`config.mk`:
```
export PLATFORM = sky130hd
export DESIGN_NAME = tcs_timer_clock_select
export DESIGN_NICKNAME = d
export VERILOG_FILES = /design/src/core/tcs_pkg.sv /design/src/core/tcs_timer_clock_select.sv /design/src/core/tcs_tick_div.sv
export SDC_FILE = /design/constraint.sdc
export NUM_CORES = 1
export LEC_CHECK = 0
export ABC_CLOCK_PERIOD_IN_PS = 2750
export BUFFER_PORTS_ARGS = -buffer_cell sky130_fd_sc_hd__buf_2
export CAP_MARGIN = 0
export CORE_UTILIZATION = 40
export CTS_CLUSTER_SIZE = 12
export DETAILED_ROUTE_END_ITERATION = 16
export MAX_ROUTING_LAYER = met4
export PLACE_DENSITY_LB_ADDON = 0.08
export SYNTH_ARGS = -nofsm -noshare
export SYNTH_HDL_FRONTEND = slang
export SYNTH_SLANG_ARGS = --single-unit
```
`constraint.sdc`:
```
create_clock -name clk_sys -period 2.75 [get_ports clk_sys]
set_clock_uncertainty 0.2 [all_clocks]
set_input_delay 0.1375 -clock clk_sys [delete_from_list [all_inputs] [get_ports clk_sys]]
set_output_delay 0.1375 -clock clk_sys [all_outputs]
set_load 0.02 [all_outputs]
```
`src/core/tcs_pkg.sv`:
```
// Package for the timer clock select block: register map, fields, divide ratios.
// Assumes an 8-bit special-register style access port on the system clock.
package tcs_pkg;

  localparam logic [7:0] CLOCK_SOURCE_ADDR   = 8'h8e;
  localparam logic [7:0] CLOCK45_SOURCE_ADDR = 8'he4;
  localparam logic [7:0] CLOCK_SOURCE_RESET  = 8'h00;
  localparam logic [7:0] CLOCK45_SOURCE_RESET = 8'h00;
  localparam logic [7:0] CLOCK45_WRITE_MASK  = 8'h0f;

  // Fields of the first register
  localparam int T3_UPPER_BIT = 7;
  localparam int T3_LOWER_BIT = 6;
  localparam int T2_UPPER_BIT = 5;
  localparam int T2_LOWER_BIT = 4;
  localparam int T1_SYSCLK_BIT = 3;
  localparam int T0_SYSCLK_BIT = 2;
  localparam int DIV_CHOICE_LSB = 0;

  // Fields of the second register
  localparam int T5_UPPER_BIT = 3;
  localparam int T5_LOWER_BIT = 2;
  localparam int T4_UPPER_BIT = 1;
  localparam int T4_LOWER_BIT = 0;

  // Prescaler codes
  localparam logic [1:0] DIV_SYS12  = 2'h0;
  localparam logic [1:0] DIV_SYS4   = 2'h1;
  localparam logic [1:0] DIV_SYS48  = 2'h2;
  localparam logic [1:0] DIV_EXT8   = 2'h3;

  // Divide ratios
  localparam int SYS_DIV12 = 12;
  localparam int SYS_DIV4  = 4;
  localparam int SYS_DIV48 = 48;
  localparam int EXT_DIV8  = 8;

endpackage : tcs_pkg

```
`src/core/tcs_timer_clock_select.sv`:
```
// Clock-source selection for six counter/timers, delivered as count-enable ticks.
// Assumes an 8-bit register port on clk_sys; ext_osc and event pins are asynchronous.
//
// Overview of operation
// RULE1 - Timer 3 upper byte ticks on sysclk when its upper select is 1, else its alternate clock.
// RULE2 - Timer 3 lower select picks sysclk (1) or its alternate clock (0) for the whole or low byte.
// RULE3 - Timer 2 upper byte ticks on sysclk when its upper select is 1, else its alternate clock.
// RULE4 - Timer 2 lower select picks sysclk (1) or its alternate clock (0) for the whole or low byte.
// RULE5 - Timer 1 uses sysclk when its select is 1, else the prescaler, unless counting events.
// RULE6 - Timer 0 uses sysclk when its select is 1, else the prescaler, unless counting events.
// RULE7 - Prescaler code 00 divides sysclk by 12, 01 by 4, 10 by 48.
// RULE8 - Prescaler code 11 gives the synchronized external oscillator divided by 8.
// RULE9 - The upper four bits of the second register read as zero and ignore writes.
// RULE10 - Timer 5 upper byte ticks on sysclk when its upper select is 1, else its alternate clock.
// RULE11 - Timer 5 lower select picks sysclk (1) or its alternate clock (0) for the whole or low byte.
// RULE12 - Timer 4 upper byte ticks on sysclk when its upper select is 1, else its alternate clock.
// RULE13 - Timer 4 lower select picks sysclk (1) or its alternate clock (0) for the whole or low byte.
// RULE14 - Alternate clock for timers 2 to 5 is sysclk/12 or external oscillator/8.
// RULE15 - With event counting set, timer 0 (and 1) advance on each falling edge of the input pin.
// RULE16 - Every selected source leaves as a registered count enable on clk_sys: one-cycle pulses, but held high when sysclk is selected.
`timescale 1ns/1ps
module tcs_timer_clock_select (
  input  wire logic       clk_sys,
  input  wire logic       sys_rst,
  input  wire logic [7:0] reg_addr,
  input  wire logic       reg_wr,
  input  wire logic [7:0] reg_wdata,
  output logic      [7:0] reg_rdata,
  input  wire logic       ext_osc,
  input  wire logic       timer0_pin,
  input  wire logic       timer1_pin,
  input  wire logic       timer0_event_count_select,
  input  wire logic       timer1_event_count_select,
  input  wire logic [3:0] alt_clock_choice,
  output logic            timer0_tick,
  output logic            timer1_tick,
  output logic      [3:0] timer_lower_tick,
  output logic      [3:0] timer_upper_tick
);

  // alt_clock_choice[i] and tick index i map to timers 2..5
  logic [7:0] timer_clock_source_reg_q;
  logic [7:0] timer45_clock_source_reg_q;
  logic [2:0] osc_sync_q;
  logic [2:0] pin0_sync_q;
  logic [2:0] pin1_sync_q;
  logic       timer0_tick_q;
  logic       timer1_tick_q;
  logic [3:0] lower_tick_q;
  logic [3:0] upper_tick_q;

  // Address match, shared by the read and write paths
  function automatic logic addr_hit(input logic [7:0] addr, input logic [7:0] target);
    return addr == target;
  endfunction : addr_hit

  wire hit_main = addr_hit(reg_addr, tcs_pkg::CLOCK_SOURCE_ADDR);
  wire hit_45   = addr_hit(reg_addr, tcs_pkg::CLOCK45_SOURCE_ADDR);
  wire wr_main  = reg_wr && hit_main;
  wire wr_45    = reg_wr && hit_45;

  wire [1:0] timer01_divider_choice =
    timer_clock_source_reg_q[tcs_pkg::DIV_CHOICE_LSB +: 2];
  wire timer0_sysclk_sel    = timer_clock_source_reg_q[tcs_pkg::T0_SYSCLK_BIT];
  wire timer1_sysclk_sel    = timer_clock_source_reg_q[tcs_pkg::T1_SYSCLK_BIT];
  wire timer2_lower_src_sel = timer_clock_source_reg_q[tcs_pkg::T2_LOWER_BIT];
  wire timer2_upper_src_sel = timer_clock_source_reg_q[tcs_pkg::T2_UPPER_BIT];
  wire timer3_lower_src_sel = timer_clock_source_reg_q[tcs_pkg::T3_LOWER_BIT];
  wire timer3_upper_src_sel = timer_clock_source_reg_q[tcs_pkg::T3_UPPER_BIT];
  wire timer4_lower_src_sel = timer45_clock_source_reg_q[tcs_pkg::T4_LOWER_BIT];
  wire timer4_upper_src_sel = timer45_clock_source_reg_q[tcs_pkg::T4_UPPER_BIT];
  wire timer5_lower_src_sel = timer45_clock_source_reg_q[tcs_pkg::T5_LOWER_BIT];
  wire timer5_upper_src_sel = timer45_clock_source_reg_q[tcs_pkg::T5_UPPER_BIT];

  wire [3:0] lower_sel = {timer5_lower_src_sel, timer4_lower_src_sel,
                          timer3_lower_src_sel, timer2_lower_src_sel};
  wire [3:0] upper_sel = {timer5_upper_src_sel, timer4_upper_src_sel,
                          timer3_upper_src_sel, timer2_upper_src_sel};

  // Upper nibble of the second register never holds a one
  wire [7:0] clock45_readback = timer45_clock_source_reg_q & tcs_pkg::CLOCK45_WRITE_MASK;

  // Register read path
  assign reg_rdata = hit_main ? timer_clock_source_reg_q :
                     hit_45   ? clock45_readback :
                     8'h00; // [RULE9]

  always_ff @(posedge clk_sys)
  begin
    if (sys_rst)
      timer_clock_source_reg_q <= tcs_pkg::CLOCK_SOURCE_RESET;
    else if (wr_main)
      timer_clock_source_reg_q <= reg_wdata;
  end

  always_ff @(posedge clk_sys)
  begin
    if (sys_rst)
      timer45_clock_source_reg_q <= tcs_pkg::CLOCK45_SOURCE_RESET;
    else if (wr_45)
      timer45_clock_source_reg_q <= reg_wdata & tcs_pkg::CLOCK45_WRITE_MASK; // [RULE9]
  end

  // Two-stage synchronisers, third stage for edge detection
  always_ff @(posedge clk_sys)
  begin
    if (sys_rst)
      osc_sync_q <= 3'h0;
    else
      osc_sync_q <= {osc_sync_q[1:0], ext_osc};
  end

  // Event pins idle high, so ones after reset avoid a false fall
  always_ff @(posedge clk_sys)
  begin
    if (sys_rst)
      pin0_sync_q <= 3'h7;
    else
      pin0_sync_q <= {pin0_sync_q[1:0], timer0_pin};
  end

  always_ff @(posedge clk_sys)
  begin
    if (sys_rst)
      pin1_sync_q <= 3'h7;
    else
      pin1_sync_q <= {pin1_sync_q[1:0], timer1_pin};
  end

  wire osc_rise  = osc_sync_q[1] && !osc_sync_q[2];                 // [RULE8]
  wire pin0_fall = !pin0_sync_q[1] && pin0_sync_q[2];               // [RULE15]
  wire pin1_fall = !pin1_sync_q[1] && pin1_sync_q[2];

  wire sys_div12;
  wire sys_div4;
  wire sys_div48;
  wire ext_div8;

  tcs_tick_div #(.RATIO(tcs_pkg::SYS_DIV12)) u_div12 ( // [RULE7] [RULE14]
    .clk_sys  (clk_sys),
    .sys_rst  (sys_rst),
    .tick_in  (1'b1),
    .tick_out (sys_div12)
  );

  tcs_tick_div #(.RATIO(tcs_pkg::SYS_DIV4)) u_div4 ( // [RULE7]
    .clk_sys  (clk_sys),
    .sys_rst  (sys_rst),
    .tick_in  (1'b1),
    .tick_out (sys_div4)
  );

  tcs_tick_div #(.RATIO(tcs_pkg::SYS_DIV48)) u_div48 ( // [RULE7]
    .clk_sys  (clk_sys),
    .sys_rst  (sys_rst),
    .tick_in  (1'b1),
    .tick_out (sys_div48)
  );

  tcs_tick_div #(.RATIO(tcs_pkg::EXT_DIV8)) u_ext8 ( // [RULE8] [RULE14]
    .clk_sys  (clk_sys),
    .sys_rst  (sys_rst),
    .tick_in  (osc_rise),
    .tick_out (ext_div8)
  );

  logic prescale_tick;
  always_comb
  begin
    unique case (timer01_divider_choice)
      tcs_pkg::DIV_SYS12: prescale_tick = sys_div12; // [RULE7]
      tcs_pkg::DIV_SYS4:  prescale_tick = sys_div4;  // [RULE7]
      tcs_pkg::DIV_SYS48: prescale_tick = sys_div48; // [RULE7]
      tcs_pkg::DIV_EXT8:  prescale_tick = ext_div8;  // [RULE8]
    endcase
  end

  wire t0_internal = timer0_sysclk_sel ? 1'b1 : prescale_tick; // [RULE6]
  wire t1_internal = timer1_sysclk_sel ? 1'b1 : prescale_tick; // [RULE5]
  wire t0_next = timer0_event_count_select ? pin0_fall : t0_internal; // [RULE6] [RULE15]
  wire t1_next = timer1_event_count_select ? pin1_fall : t1_internal; // [RULE5]

  // Timers 2..5 tick selection
  logic [3:0] alt_tick;
  logic [3:0] lower_next;
  logic [3:0] upper_next;
  genvar g;
  generate
    for (g = 0; g < 4; g++)
    begin : g_tmr
      assign alt_tick[g]   = alt_clock_choice[g] ? ext_div8 : sys_div12; // [RULE14]
      // [RULE2] [RULE4] [RULE11] [RULE13]
      assign lower_next[g] = lower_sel[g] ? 1'b1 : alt_tick[g];
      // [RULE1] [RULE3] [RULE10] [RULE12]
      assign upper_next[g] = upper_sel[g] ? 1'b1 : alt_tick[g];
    end
  endgenerate

  always_ff @(posedge clk_sys)
  begin
    if (sys_rst)
    begin
      timer0_tick_q <= 1'b0;
      timer1_tick_q <= 1'b0;
    end
    else
    begin
      timer0_tick_q <= t0_next;     // [RULE16]
      timer1_tick_q <= t1_next;     // [RULE16]
    end
  end

  always_ff @(posedge clk_sys)
  begin
    if (sys_rst)
    begin
      lower_tick_q <= 4'h0;
      upper_tick_q <= 4'h0;
    end
    else
    begin
      lower_tick_q <= lower_next;   // [RULE16]
      upper_tick_q <= upper_next;   // [RULE16]
    end
  end

  assign timer0_tick      = timer0_tick_q;
  assign timer1_tick      = timer1_tick_q;
  assign timer_lower_tick = lower_tick_q;
  assign timer_upper_tick = upper_tick_q;

endmodule : tcs_timer_clock_select

```
`src/core/tcs_tick_div.sv`:
```
// Tick divider: one-cycle pulse every RATIO enabled cycles.
// Assumes tick_in is on clk_sys; a free-running count with no clear.
`timescale 1ns/1ps
module tcs_tick_div #(
  parameter int RATIO = 12
) (
  input  wire logic clk_sys,
  input  wire logic sys_rst,
  input  wire logic tick_in,
  output logic      tick_out
);

  localparam int CW = $clog2(RATIO);
  localparam logic [CW-1:0] LAST = CW'(RATIO - 1);

  logic [CW-1:0] cnt_q;
  logic [CW-1:0] cnt_d;
  logic          out_q;
  wire           wrap = tick_in && (cnt_q == LAST);

  assign cnt_d    = !tick_in ? cnt_q : (wrap ? '0 : cnt_q + CW'(1));
  assign tick_out = out_q;

  always_ff @(posedge clk_sys)
  begin
    if (sys_rst)
    begin
      cnt_q <= '0;
      out_q <= 1'b0;
    end
    else
    begin
      cnt_q <= cnt_d;
      out_q <= wrap;
    end
  end

endmodule : tcs_tick_div

```
; Yosys cells after proc, flatten, opt, wreduce, memory -nomap -nowiden
; Index checks and enable logic that the tools add are counted.
[classes]
muxes = 20
addsub = 4
reduce_logical = 13
n_eq_ne = 9
[ops]
columns = operator, n
row1 = 8-bit == test (second input constant), 2
row2 = 1-bit 2-to-1 mux, 16
row3 = 8-bit 2-to-1 mux, 1
row4 = 6-bit by 1-bit adder with 6-bit output (second input constant), 1
row5 = 2-bit == test (second input constant), 3
row6 = 6-bit == test (second input constant), 1
row7 = 1-bit logical AND, 6
row8 = 2-bit OR reduction, 3
row9 = 4-bit by 1-bit adder with 4-bit output (second input constant), 1
row10 = 4-bit == test (second input constant), 1
row11 = 4-bit 2-to-1 mux, 1
row12 = 1-bit one-hot mux with 4 select lines, 1
row13 = 3-bit by 1-bit adder with 3-bit output (second input constant), 1
row14 = 3-bit == test (second input constant), 1
row15 = 1-bit zero test, 3
row16 = 3-bit 2-to-1 mux, 1
row17 = 2-bit by 1-bit adder with 2-bit output (second input constant), 1
row18 = 2-bit by 1-bit == test with 1-bit output (second input constant), 1
row19 = 2-bit zero test, 1
[word_totals]
output_inout_bits = 18
ff_bits = 50
input_bits = 28
word_cells = 63

; Depth between registers and ports, before layout
[depth]
depth_word = 4
mapped_depth = 5
mapped_depth_nobuf = 5

; Hierarchy
; From an unflattened synthesis, not the netlist that was laid out.
[hier_totals]
hier_cells = 219
hier_area_um2 = 2137.0
[modules_own_cells]
columns = mod, cells_per_inst, area_per_inst_um2, seq_area_each_um2, instances
row1 = tcs_timer_clock_select, 134, 1313.8, 620.6, 1
row2 = tcs_tick_div (u_div48), 35, 320.3, 140.1, 1
row3 = tcs_tick_div (u_div12), 23, 220.2, 100.1, 1
row4 = tcs_tick_div (u_ext8), 16, 168.9, 80.1, 1
row5 = tcs_tick_div (u_div4), 11, 113.9, 60.1, 1

; Worst setup path before layout
; Ideal clock, no wire load.
[synth_timing]
path_type = register to register
start = reg timer_clock_source_reg_q[0]
end = reg timer0_tick_q, in the netlist timer0_tick
period_less_slack_ns = 1.374
setup_slack_ns = 1.376
arrival_time_ns = 1.043
stages_incl_launch_ff = 4
required_ns = 2.419
setup_ns = 0.131
cell_sequence = dfxtp_1 > mux4_2 > nor3_1 > a211oi_1
[synth_via]
elab_chain_len = 4
word_cells_on_any_way = 7
classes_between = eq/ne (3) / mux (3) / reduce/logical (1)
[synth_lines]
columns = element, line
row1 = start: declaration, tcs_timer_clock_select.sv:42  ; logic [7:0] timer_clock_source_reg_q;
row2 = start signal: assignment, tcs_timer_clock_select.sv:91  ; timer_clock_source_reg_q <= tcs_pkg::CLOCK_SOURCE_RESET;
row3 = start signal: assignment, tcs_timer_clock_select.sv:93  ; timer_clock_source_reg_q <= reg_wdata;
row4 = "2-bit == test, or another cell as far along", tcs_timer_clock_select.sv:170  ; unique case (timer01_divider_choice)
row5 = 1-bit one-hot mux with 4 select lines *, tcs_timer_clock_select.sv:170
row6 = 1-bit 2-to-1 mux *, tcs_timer_clock_select.sv:178  ; wire t0_internal = timer0_sysclk_sel ? 1'b1 : prescale_tick;
row7 = 1-bit 2-to-1 mux *, tcs_timer_clock_select.sv:180  ; wire t0_next = timer0_event_count_select ? pin0_fall : t0_internal;
row8 = end signal: assignment, tcs_timer_clock_select.sv:208  ; timer0_tick_q <= t0_next;
row9 = end: declaration, tcs_timer_clock_select.sv:47  ; logic timer0_tick_q;
; Every way passes the cells marked *; elsewhere a longest branch is shown, timed or not.
; A chain may end at the register's enable or synchronous reset.

; Worst setup path in the final report
; Same ends and word-level chain as after synthesis.

==> flow_metrics.tcl <==
set metrics [dict create \
    numPortBuffers 45 \
    start_util 0.421 \
    clock_sinks 50 \
    drt-initial-drc-count 78 \
    reg2reg_depth 3 \
    max_freq_mhz 664 \
    tritoncts "yes" \
    status "finished clean" \
    synthAdderAreaFrac 0.0310 \
    regToRegEndpoint "timer0_tick" \
    slew_headroom 0.571 \
    coreArea_mm2 0.00479 \
    ys_types 38 \
    antenna_left 0 \
    post-synth-top-area-fraction 0.496 \
    grt-ovfl-total 0 \
    synth.avg_cell_area_um2 9.89 \
    syn_nets 237 \
    yosys.area.top_type "dfxtp_1" \
    die_x_um 73.0 \
    synthXorXnorAreaFrac 0.0130 \
    power_per_cell_area_mw_per_mm2 511 \
    drt_wl_total_um 3770 \
    whs_ps 10.4 \
    final_util 0.527 \
    intPower_mw 1.00 \
    critPathBufInv 0 \
    drive_above_1_share 0.262 \
    antenna_found_initial 0 \
    drv_slew 0 \
    leakagePower_nw 1.04 \
    fin_crit_ps 1510 \
    nNetsFinal 295 \
    switching_share 0.222 \
    synth_top_family_by_area "simple AND/OR/NAND/NOR gates" \
    synthSimpleGateAreaFrac 0.272 \
    place_congestion 0.738 \
    setup_slack_ps 1240 \
    dr_total_vias 1552 \
    tns_ps 0 \
    vias_per_cell 4.70 \
    yosys-top-cells-area "dfxtp_1 (50%), nand2b_1 (6.2%), nor2_1 (5.6%)" \
    rsz0062_at_grt "false" \
    drv_cap 0 \
    grt_max_degree 43 \
    synth_compound_area_frac 0.0695 \
    cts.path.max_buffers 2 \
    cp_slowest_cell "mux4_2" \
    dp_hpwl_um 2640 \
    grt-busiest-layer "met2" \
    combPwrFrac 0.078 \
    pwr-share-seq 0.585 \
    synthMuxAreaShare 0.0831 \
    rows 25 \
    p_switching_mw 0.287 \
    ys_seq_area_frac 0.496 \
    path_cells "mux4_2 -> nor3_1 -> a211oi_1" \
    clkSlewWorstSetupHoldPaths_ps 90 \
    placed_cell_area_mm2 0.00228 \
    cp.required_ps 2720 \
    worst_slew_pin_slew_ps 643 \
    n_fill_cell 480 \
    yosysWarnings 0 \
    cts_root_buf "clkbuf_8" \
    r2r_start "timer_clock_source_reg_q[0]" \
    drc_errors 0 \
    use_met2 0.253 \
    design_area_mm2 0.00252 \
    grt_pass1_wl_um 6280 \
    synth-edff-count 0 \
    htreeDepth 2 \
    hold_start "alt_clock_choice[1]" \
    ys_top_cells_by_count "dfxtp_1 (50), nor2_1 (30), nand2b_1 (20)" \
    synth_ff_type "dfxtp_1" \
    slowest_delay_ps 540 \
    syn_area_mm2 0.00202 \
    area_delta_synth_final_pct 25.1 \
    critPathArrivalTime_ps 1470 \
    antenna_cells 0 \
    grt.total_usage 0.161 \
    wl_per_cell_um 11.4 \
    fin_crit_sh 0.548 \
    hold_path_depth 4 \
    dieArea_mm2 0.00533 \
    ff_latch_area_mm2 0.00100 \
    clkLatencyLatePin_ps 310 \
    min_to "timer_lower_tick[1]" \
    io_pins 46 \
    cp_max_fo 3 \
    drtPass1Iterations 4 \
    post-cts-setup-buffer-count 0 \
    synthCells 204 \
    start_kind "flip-flop" \
    cts_resized 0 \
    multi_input_area_um2 945 \
    synth_seq_cells 50 \
    met3_usage 0.0345 \
    crit_path_end_kind "flip-flop" \
    path_class "reg2reg" \
    grtUsageMet1 0.193 \
    async_flop_share 0 \
    r2r_slack_ps 1240 \
    cts_buffers 5 \
    hold_viol 0 \
    setup_viol_count_final 0 \
    min_path_type "in2reg" \
    pre_cts_slack_ps 1250 \
    cp_top_family "multiplexers" \
    grt_pass1_vias 1458 \
    synth.most_common_cell "dfxtp_1" \
    dieHeight_um 73.0 \
    ir_drop_mv 0.342 \
    power_frac_clock 0.338 \
]
==> state kept, by name, indices dropped and copies added, names as in the netlist <==
signal,cells
osc_sync_q,3
pin0_sync_q,3
pin1_sync_q,3
timer0_tick,1
timer1_tick,1
timer45_clock_source_reg_q,4
timer_clock_source_reg_q,8
timer_lower_tick,4
timer_upper_tick,4
u_div12.cnt_q,4
u_div12.tick_out,1
u_div4.cnt_q,2
u_div4.tick_out,1
u_div48.cnt_q,6
u_div48.tick_out,1
u_ext8.cnt_q,3
u_ext8.tick_out,1
==> routing by layer <==
layer	vias to the layer above	share of wire
met5	-	0
met3	7	0.057
met4	0	0.013
met2	40	0.45
met1	691	0.48
li1	814	-
==> cells by family after synthesis <==
kind of cell | Yosys count
and+or+nand+nor | 96
DFF | 50
AOI/OAI and AO/OA | 22
muxes | 15
buffers and inverters | 13
adders and majority gates | 5
xor gates and xnor gates | 3
==> worst max-delay path by stage <==
stage / cells past startpoint / startpoint / endpoint
2_1_floorplan: 3 / timer_clock_source_reg_q[0] / timer0_tick
3_3_place_gp: 3 / timer_clock_source_reg_q[0] / timer1_tick
3_5_place_dp: 3 / timer_clock_source_reg_q[0] / timer0_tick
4_1_cts: 3 / timer_clock_source_reg_q[0] / timer0_tick
5_1_grt: 4 / u_div48.cnt_q[0] / u_div48.cnt_q[4]
6_report: 3 / timer_clock_source_reg_q[0] / timer0_tick
==> layout make-up <==
type,instances,area share
multi-input combinational,141,0.375
inverter,2,0.00298
timing repair buffer,62,0.155
clock inverter,2,0.00496
clock buffer,6,0.0327
sequential,50,0.397
tap,67,0.0332
==> stage by stage <==
| stage | instances | power, mW |
|---|---|---|
| 4_1_cts | 330 | 1.31 |
| 3_5_place_dp | 307 | 0.856 |
| 3_3_place_gp | 307 | 0.855 |
| 6_report | 330 | 1.29 |
| 5_1_grt | 330 | 1.36 |
| 2_1_floorplan | 204 | 0.822 |
==> power groups by stage <==
stage	Combinational, mW	Clock (mW)	Sequential, mW
2_1_floorplan	0.0517	0	0.771
3_3_place_gp	0.0840	0	0.771
3_5_place_dp	0.0847	0	0.771
4_1_cts	0.101	0.460	0.754
5_1_grt	0.114	0.485	0.757
6_report	0.100	0.435	0.754
==> placed cells by master (no fill, tap or decap), types with 5 or more instances in the layout <==
cell type,instances
or2_2,6
buf_2,45
nor2_1,30
ha_1,5
nor3_1,6
nor2b_1,5
dlygate4sd3_1,15
clkbuf_8,6
nand2b_1,20
mux2i_1,10
a21oi_1,8
dfxtp_1,50
==> timing repair <==
action | 4_1_cts | 5_1_grt
endpoints found under the hold margin | 18 | 0
setup endpoints to repair | 0 | 0
hold buffers | 15 | 0
==> worst reg2reg max path, cell delays in order, from the launching register on <==
cell and delay [ps]:
dfxtp_1 410, mux4_2 550, nor3_1 150, a211oi_1 70
No activity file was read; power rests on OpenSTA's default activity.
